--- config.mk ---
export PLATFORM = sky130hd
export DESIGN_NAME = logic_shift_move_alu_ops
export DESIGN_NICKNAME = d
export VERILOG_FILES = /design/src/logic/logic_shift_move_alu_ops.v /design/src/logic/shift_unit.v
export VERILOG_INCLUDE_DIRS = /design/src /design/src/inc
export SDC_FILE = /design/constraint.sdc
export NUM_CORES = 1
export LEC_CHECK = 0
export ABC_AREA = 0
export BUFFER_PORTS_ARGS = -buffer_cell sky130_fd_sc_hd__buf_2
export CAP_MARGIN = 30
export CORE_MARGIN = 10
export CORE_UTILIZATION = 45
export DETAILED_ROUTE_END_ITERATION = 12
export GPL_TIMING_DRIVEN = 0
export PLACE_DENSITY = 0.82
export SLEW_MARGIN = 0
export SYNTH_ARGS = -nofsm -noshare
export SYNTH_HDL_FRONTEND = slang
export SYNTH_SLANG_ARGS = --single-unit
--- constraint.sdc ---
create_clock -name clk -period 4.45 [get_ports clk]
set_input_delay 0.89 -clock clk [delete_from_list [all_inputs] [get_ports clk]]
set_output_delay 0.89 -clock clk [all_outputs]
set_load 0.01 [all_outputs]
--- src/inc/alu_ops_regs.vh ---
`ifndef ALU_OPS_REGS_VH
`define ALU_OPS_REGS_VH
// Operation select codes
`define OP_OR_LITERAL_INTO_ACC 3'h0
`define OP_OR_ACC_WITH_FILE_REG 3'h1
`define OP_LOGICAL_SHIFT_LEFT 3'h2
`define OP_LOGICAL_SHIFT_RIGHT 3'h3
`define OP_MOVE_FILE_REG 3'h4
// Destination select
`define DEST_ACC 1'b0
`define DEST_FILE 1'b1
// Reset values
`define ACC_RESET 8'h00
`define FLAG_RESET 1'b0
`define BYTE_ZERO 8'h00
// Bit positions
`define BIT_MSB 7
`define BIT_LSB 0
`endif

--- src/logic/logic_shift_move_alu_ops.v ---
//
// Contract
// (RULE_01) Literal OR merges the accumulator with an 8-bit immediate, writes the accumulator, updates zero.
// (RULE_02) Register OR merges the accumulator with the addressed file register, routes to the destination, updates zero.
// (RULE_03) A destination bit of 0 writes the accumulator, a 1 writes back the addressed file register; literal OR writes the accumulator whatever the bit.
// (RULE_04) Left shift puts source bit 7 into carry, bits 6..0 into result bits 7..1, zero into bit 0, updates carry and zero.
// (RULE_05) Right shift puts source bit 0 into carry, bits 7..1 into result bits 6..0, zero into bit 7, updates carry and zero.
// (RULE_06) Register move copies the addressed file register unchanged to the destination and updates zero.
// (RULE_07) Shifts always insert zero, never the old carry.
// (RULE_08) Zero is set for a zero result and cleared otherwise; flags not named by an operation hold.
//
`timescale 1ns/100ps
`default_nettype none
`include "alu_ops_regs.vh"
module logic_shift_move_alu_ops #(
  parameter WIDTH = 8,
  parameter ADDR_W = 7
) (
  // Clock and reset
  input wire clk,
  input wire reset,
  // Instruction from decoder
  input wire exec_valid,
  input wire [2:0] op_sel,
  input wire [WIDTH-1:0] literal,
  input wire [ADDR_W-1:0] file_addr,
  input wire dest_sel,
  // File register read port
  output wire [ADDR_W-1:0] file_rd_addr,
  input wire [WIDTH-1:0] file_rd_data,
  // File register write port
  output reg file_wr_en,
  output reg [ADDR_W-1:0] file_wr_addr,
  output reg [WIDTH-1:0] file_wr_data,
  // Accumulator and status
  output reg [WIDTH-1:0] acc_q,
  output reg zero_q,
  output reg carry_q
);
  ////////////////////////////////////////////////////////////////////
  wire [WIDTH-1:0] shift_res;
  wire shift_c;
  reg [WIDTH-1:0] res;
  reg known_op;
  reg is_file_op;
  reg carry_upd;
  reg [WIDTH-1:0] acc_d;
  reg zero_d;
  reg carry_d;
  reg wr_en_d;

  assign file_rd_addr = file_addr;

  shift_unit #(
    .WIDTH(WIDTH)
  ) u_shift (
    .src(file_rd_data),
    .shift_right(op_sel == `OP_LOGICAL_SHIFT_RIGHT),
    .result(shift_res),
    .carry_out(shift_c)
  );

  ////////////////////////////////////////////////////////////////////
  always @* begin
    res = `BYTE_ZERO;
    known_op = 1'b1;
    is_file_op = 1'b1;
    carry_upd = 1'b0;
    case (op_sel)
      `OP_OR_LITERAL_INTO_ACC: begin
        res = acc_q | literal; // RULE_01
        is_file_op = 1'b0;
      end
      `OP_OR_ACC_WITH_FILE_REG: begin
        res = acc_q | file_rd_data; // RULE_02
      end
      `OP_LOGICAL_SHIFT_LEFT, `OP_LOGICAL_SHIFT_RIGHT: begin
        res = shift_res; // RULE_04 RULE_05
        carry_upd = 1'b1;
      end
      `OP_MOVE_FILE_REG: begin
        res = file_rd_data; // RULE_06
      end
      default: begin
        known_op = 1'b0;
        is_file_op = 1'b0;
      end
    endcase
  end

  always @* begin
    acc_d = acc_q;
    zero_d = zero_q;
    carry_d = carry_q;
    wr_en_d = 1'b0;
    if (exec_valid && known_op) begin
      zero_d = (res == `BYTE_ZERO); // RULE_08
      if (carry_upd) begin
        carry_d = shift_c; // RULE_04 RULE_05
      end
      if (is_file_op && dest_sel == `DEST_FILE) begin
        wr_en_d = 1'b1; // RULE_03
      end else begin
        acc_d = res; // RULE_03
      end
    end
  end

  ////////////////////////////////////////////////////////////////////
  always @(posedge clk) begin
    if (reset) begin
      acc_q <= `ACC_RESET;
      zero_q <= `FLAG_RESET;
      carry_q <= `FLAG_RESET;
      file_wr_en <= 1'b0;
      file_wr_addr <= {ADDR_W{1'b0}};
      file_wr_data <= `BYTE_ZERO;
    end else begin
      acc_q <= acc_d;
      zero_q <= zero_d;
      carry_q <= carry_d;
      file_wr_en <= wr_en_d;
      file_wr_addr <= file_addr;
      file_wr_data <= res;
    end
  end
endmodule
`default_nettype wire

--- src/logic/shift_unit.v ---
`timescale 1ns/100ps
`default_nettype none
`include "alu_ops_regs.vh"
module shift_unit #(
  parameter WIDTH = 8
) (
  // Operand and direction
  input wire [WIDTH-1:0] src,
  input wire shift_right,
  // Result
  output reg [WIDTH-1:0] result,
  output reg carry_out
);
  always @* begin
    if (shift_right) begin
      result = {1'b0, src[WIDTH-1:1]}; // RULE_05
      carry_out = src[`BIT_LSB]; // RULE_05
    end else begin
      result = {src[WIDTH-2:0], 1'b0}; // RULE_07
      carry_out = src[WIDTH-1]; // RULE_04
    end
  end
endmodule
`default_nettype wire

==> results of run 1 <==
[metrics by stage]
stage	instances	setup slack, ps
floorplan	143	2403
global placement	235	2056
detailed placement	235	2068
CTS	239	2314
global route	239	2303
finish	239	2319
[worst max-delay path, cell delays in order]
cell	delay, ps
buf_2	110
buf_4	120
buf_2	130
[power by group through the flow]
stage	clock network (mW)	registers, mW	logic, mW
3_5_place_dp	0	0.258	0.121
3_3_place_gp	0	0.257	0.120
4_1_cts	0.121	0.252	0.122
5_1_grt	0.131	0.254	0.134
6_report	0.117	0.252	0.122
2_1_floorplan	0	0.265	0.0664
[cell families after synthesis]
| kind of cell | count (synthesis) | share of synthesized area [%] |
|---|---|---|
| and+or+nand+nor | 46 | 18.44 |
| AOI/OAI and AO/OA | 45 | 26.87 |
| DFF | 26 | 38.95 |
| buffers and inverters | 19 | 10.02 |
| muxes | 6 | 5.056 |
| xor gates and xnor gates | 1 | 0.6556 |
[metal layers]
metal	vias up	track usage, %	wire (µm)
met5	-	0	0
met4	0	2.521	24
met3	6	7.713	548
met2	63	22.48	1677
met1	592	15.75	1513
li1	649	-	-
[cell type report]
class / instances / area, µm² / share of cell area (%)
well taps: 31 / 38.79 / 2.259
plain buffers: 16 / 122.6 / 7.143
multi-input cells: 98 / 681.9 / 39.72
repair buffers: 61 / 305.3 / 17.78
inverters: 3 / 11.26 / 0.6560
clock buffers: 4 / 36.28 / 2.114
flip-flops and latches: 26 / 520.5 / 30.32
[layout by cell type (no fill, tap or decap), types with 2 or more instances in the layout]
master / instances
a22oi_1: 4
a21oi_1: 7
nor2b_1: 9
nand3_1: 3
buf_4: 8
a311oi_1: 3
clkbuf_1: 2
dfxtp_1: 26
inv_1: 2
buf_2: 63
a211oi_1: 10
o21ai_0: 5
nand2b_1: 3
nor3_1: 3
buf_6: 4
clkbuf_4: 3
nor2_1: 18
o2111a_1: 2
and2_1: 2
mux2i_1: 3
and2_0: 2
[state kept, by name (all words and copies together) (netlist names)]
register	cells
carry_q	1
acc_q	8
file_wr_en	1
file_wr_addr	7
file_wr_data	8
zero_q	1
[cell usage after synthesis (2+ instances only)]
library cell / number / area share (%)
dfxtp_1: 26 / 39
nor2_1: 18 / 5.1
a211oi_1: 10 / 5.6
nor2b_1: 9 / 4.2
buf_4: 8 / 4.5
a21oi_1: 7 / 2.6
o21ai_0: 5 / 1.9
a22oi_1: 4 / 2.2
buf_6: 4 / 3.4
a311oi_1: 3 / 2.0
mux2i_1: 3 / 2.2
nand2b_1: 3 / 1.4
nand3_1: 3 / 1.1
nor3_1: 3 / 1.1
and2_0: 2 / 0.94
and2_1: 2 / 0.94
buf_2: 2 / 0.75
clkbuf_1: 2 / 0.56
inv_1: 2 / 0.56
o2111a_1: 2 / 1.7
[final timing paths]
| path | cells past startpoint | endpoint | startpoint |
|---|---|---|---|
| setup / recovery | 3 | file_rd_addr[0] | file_addr[0] |
| hold / removal | 2 | acc_q[0] | acc_q[0] |
| setup reg to reg | 4 | zero_q | acc_q[4] |
| hold reg to reg | 2 | acc_q[0] | acc_q[0] |
==> impl_metrics.json, run 1 <==
{
  "status": "complete, no violations",
  "syn-cell-area_um2": 1336,
  "power_density_nw_per_um2": 286.2,
  "p_switching_mw": 0.1387,
  "place.gp.congestion": 0.8802,
  "syn_area_per_cell_um2": 9.345,
  "nNetsFinal": 239,
  "fill_cells": 264,
  "drcViolationCount": 0,
  "antenna_found_initial": 0,
  "antenna_left": 0,
  "drt_iter0_markers": 41,
  "maxCapViolations": 0,
  "power.leakage_nw": 0.7995,
  "peakVddDrop_v": 0.0001886,
  "grt_pass1_wl_mm": 6.182,
  "swShare_pct": 28.24,
  "start_util_pct": 47.64,
  "cp_max_fo": 2,
  "routed_wl_mm": 3.763,
  "core_area_um2": 2805,
  "final_util_pct": 61.20,
  "numCtsBuffers": 3,
  "vias": 1310,
  "post-cts-setup-buffers": 0,
  "slew-limit-headroom_pct": 69.20,
  "ys_seq_elements": 26,
  "p_int_mw": 0.3525,
  "dpl-instance-area_um2": 1680,
  "synthesis.nets": 173,
  "clkTransAtPathRegs_ps": 130,
  "drive_above_1_share_pct": 42.79,
  "period_share_pct": 47.88,
  "cts.sinks": 26,
  "drv_slew": 0,
  "port_buffers": 61,
  "hp-class": "flip-flop to flip-flop",
  "hold_slack_ps": 520.9,
  "r2r_slack_ps": 3030,
  "fp-row-count": 19,
  "grt_pass1_vias": 1297,
  "synth_cells": 143,
  "vias_per_cell": 5.481,
  "clock_skew_ps": 6.396,
  "fmax_ghz": 0.4693,
  "wl_per_cell_um": 15.74,
  "grt_overflow": 0,
  "hpwl_mm": 3.065,
  "ys_seq_area_share_pct": 38.95,
  "design_area_um2": 1717,
  "die_area_um2": 5550,
  "critical_path_class": "input port to output port",
  "postCtsHoldBufs": 0,
  "end_kind": "output port",
  "p_total_mw": 0.4912,
  "layout_min_cycle_time_ps": 2131,
  "ys_warn_count": 0,
  "tightest_slew_ps": 460.4,
  "synthArstFlopShare_pct": 0,
  "area_growth_pct": 28.46,
  "track_usage_pct": 13.84,
  "hold_viol": 0,
  "cts_max_path_buffers": 2,
  "cts_resized": 0,
  "clkPwrFrac_pct": 23.9,
  "die_x_um": 74.50,
  "seqPwrFrac_pct": 51.4,
  "grt_max_degree": 15,
  "antennaDiodeCount": 0,
  "die_h_um": 74.50,
  "crit_arrival_ps": 1240,
  "ios": 63,
  "drtPass1Iterations": 5,
  "synth_cell_types": 45,
  "startpoint_type": "input port",
  "htree_levels": 1,
  "p_comb_share_pct": 24.7,
  "tns_ps": 0,
  "cts_tree": "yes",
  "synthFlopType": "dfxtp_1",
  "synth-edff-count": 0,
  "rsz0062_at_grt": "no",
  "crit_required_ps": 3560,
  "clock_latency_ps": 320,
  "cts_root_buffer": "clkbuf_4",
  "setup_viol": 0
}
Note: power is estimated with default switching activity, not from simulation.
==> run 2, diff against run 1 <==
--- a/config.mk
+++ b/config.mk
@@ -10,10 +10,10 @@
 export BUFFER_PORTS_ARGS = -buffer_cell sky130_fd_sc_hd__buf_2
 export CAP_MARGIN = 30
 export CORE_MARGIN = 10
-export CORE_UTILIZATION = 45
+export CORE_UTILIZATION = 41
 export DETAILED_ROUTE_END_ITERATION = 12
 export GPL_TIMING_DRIVEN = 0
-export PLACE_DENSITY = 0.82
+export PLACE_DENSITY = 0.79
 export SLEW_MARGIN = 0
 export SYNTH_ARGS = -nofsm -noshare
 export SYNTH_HDL_FRONTEND = slang
==> constraint.sdc (replaced) <==
create_clock -name clk -period 1.9 [get_ports clk]
set_input_delay 0.38 -clock clk [delete_from_list [all_inputs] [get_ports clk]]
set_output_delay 0.38 -clock clk [all_outputs]
set_load 0.01 [all_outputs]
==> run 2 against run 1 <==
Net effect:
- combinational power is 130% higher
- die area is 7.1% higher
- critical path depth is 4 higher
- core utilization is 4.9 points lower
- final cell count is 5.4% higher
- sequential power is 130% higher
- clock skew is 1.7 ps lower
- design area is 0.95% higher
- sequential share of layout area is 0.28 points lower
- non-clock buffer count stayed put
==> impl_metrics.json, run 2 (synthesis results as in run 1) <==
{
  "fmax_ghz": 0.6484,
  "reg_top3": "acc_q (8), file_wr_data (8), file_wr_addr (7)",
  "layout_commonest_cell": "buf_2",
  "p_switching_mw": 0.3266,
  "htree_levels": 1,
  "wl_per_cell_um": 15.22,
  "critical_path_class": "input port to flip-flop",
  "hp-class": "input port to flip-flop",
  "tightest_slew_ps": 455.0,
  "regArea_um2": 520.5,
  "multi_input_comb_area_um2": 681.9,
  "start_util_pct": 43.41,
  "power_density_nw_per_um2": 664.9,
  "swShare_pct": 28.34,
  "place_ws_ps": 26.48,
  "clock_skew_ps": 4.711,
  "layout_min_cycle_time_ps": 1542,
  "postCtsHoldBufs": 0,
  "cts_root_buffer": "clkbuf_4",
  "place.gp.congestion": 0.8632,
  "hold_viol": 0,
  "cp_max_fo": 10,
  "fp-row-count": 20,
  "clkTransAtPathRegs_ps": 130,
  "track_usage_pct": 12.70,
  "die_area_um2": 5943,
  "cts_max_path_buffers": 2,
  "period_share_pct": 81.17,
  "grt_pass1_vias": 1357,
  "setup_viol": 0,
  "p_comb_share_pct": 24.8,
  "antenna_found_initial": 0,
  "core_area_um2": 3078,
  "clock_latency_ps": 320,
  "hpwl_mm": 3.144,
  "crit_arrival_ps": 1770,
  "clkPwrFrac_pct": 23.9,
  "startpoint_type": "input port",
  "drive_above_1_share_pct": 42.79,
  "drtPass1Iterations": 4,
  "slew-limit-headroom_pct": 69.67,
  "antennaDiodeCount": 0,
  "p_int_mw": 0.8256,
  "fill_cells": 297,
  "end_kind": "flip-flop",
  "numCtsBuffers": 3,
  "grt_max_degree": 15,
  "routed_wl_mm": 3.836,
  "final_cell_mix": "buf_2 (63), dfxtp_1 (26), nor2_1 (18)",
  "post-cts-setup-buffers": 0,
  "seqPwrFrac_pct": 51.3,
  "die_x_um": 77.09,
  "rsz0062_at_grt": "no",
  "nNetsFinal": 239,
  "maxCapViolations": 0,
  "area_growth_pct": 29.68,
  "grt_overflow": 0,
  "status": "complete, no violations",
  "drv_slew": 0,
  "crit_required_ps": 2130,
  "port_buffers": 61,
  "drcViolationCount": 0,
  "vias": 1300,
  "drt_iter0_markers": 95,
  "cts_tree": "yes",
  "peakVddDrop_v": 0.0005390,
  "ios": 63,
  "cts_resized": 0,
  "grt_pass1_wl_mm": 6.417,
  "die_h_um": 77.09,
  "hold_slack_ps": 279.9,
  "p_total_mw": 1.152,
  "setup_ws_ps": 357.7,
  "cts.sinks": 26,
  "vias_per_cell": 5.159,
  "power.leakage_nw": 0.7995,
  "antenna_left": 0,
  "tns_ps": 0
}
run 2: cell counts in the layout (fill, tap and decap cells not counted):
No cell type changed its count.
run 2: layer usage:
layer,track usage [%],up-vias,routed length [µm]
met4,1.642,0,25
met3,6.643,4,485
li1,-,654,-
met2,21.42,65,1642
met5,0,-,0
met1,14.24,577,1682
run 2: path summary, 6_finish.rpt:
kind / start / end / slack [ps] / depth (start not counted)
worst max-delay path: op_sel[1] / zero_q / 360 / 7
worst min-delay path: file_addr[3] / file_wr_addr[3] / 280 / 2
worst max register to register: acc_q[4] / zero_q / 490 / 4
worst min register to register: acc_q[7] / acc_q[7] / 530 / 2
run 2: final cells by class:
type                       count  share of cell area [%]
multi-input combinational     98                   39.35
sequential                    26                   30.04
timing repair buffer          61                   17.62
buffer                        16                   7.076
tap                           44                   3.177
clock buffer                   4                   2.094
inverter                       3                  0.6498
run 2: per-stage QoR:
step                      util [%]  instance area, µm²  instances
final                        56.30                1733        252
after detailed placement     55.12                1697        248
after global placement       55.12                1697        248
after CTS                    56.30                1733        252
after global routing         56.30                1733        252
after floorplan                  -                1336        143
run 2: power by group through the flow:
stage,logic [mW],registers (mW),clock network (mW)
floorplan,0.156,0.620,0
finish,0.285,0.591,0.276
global route,0.317,0.596,0.312
global placement,0.283,0.602,0
CTS,0.287,0.592,0.282
detailed placement,0.286,0.604,0
run 2: worst max-delay path, stage by stage:
cell and delay (ps):
buf_2 100, buf_2 180, nor2_1 370, a222oi_1 130, o21a_1 240, and3_1 160
a31o_1 210
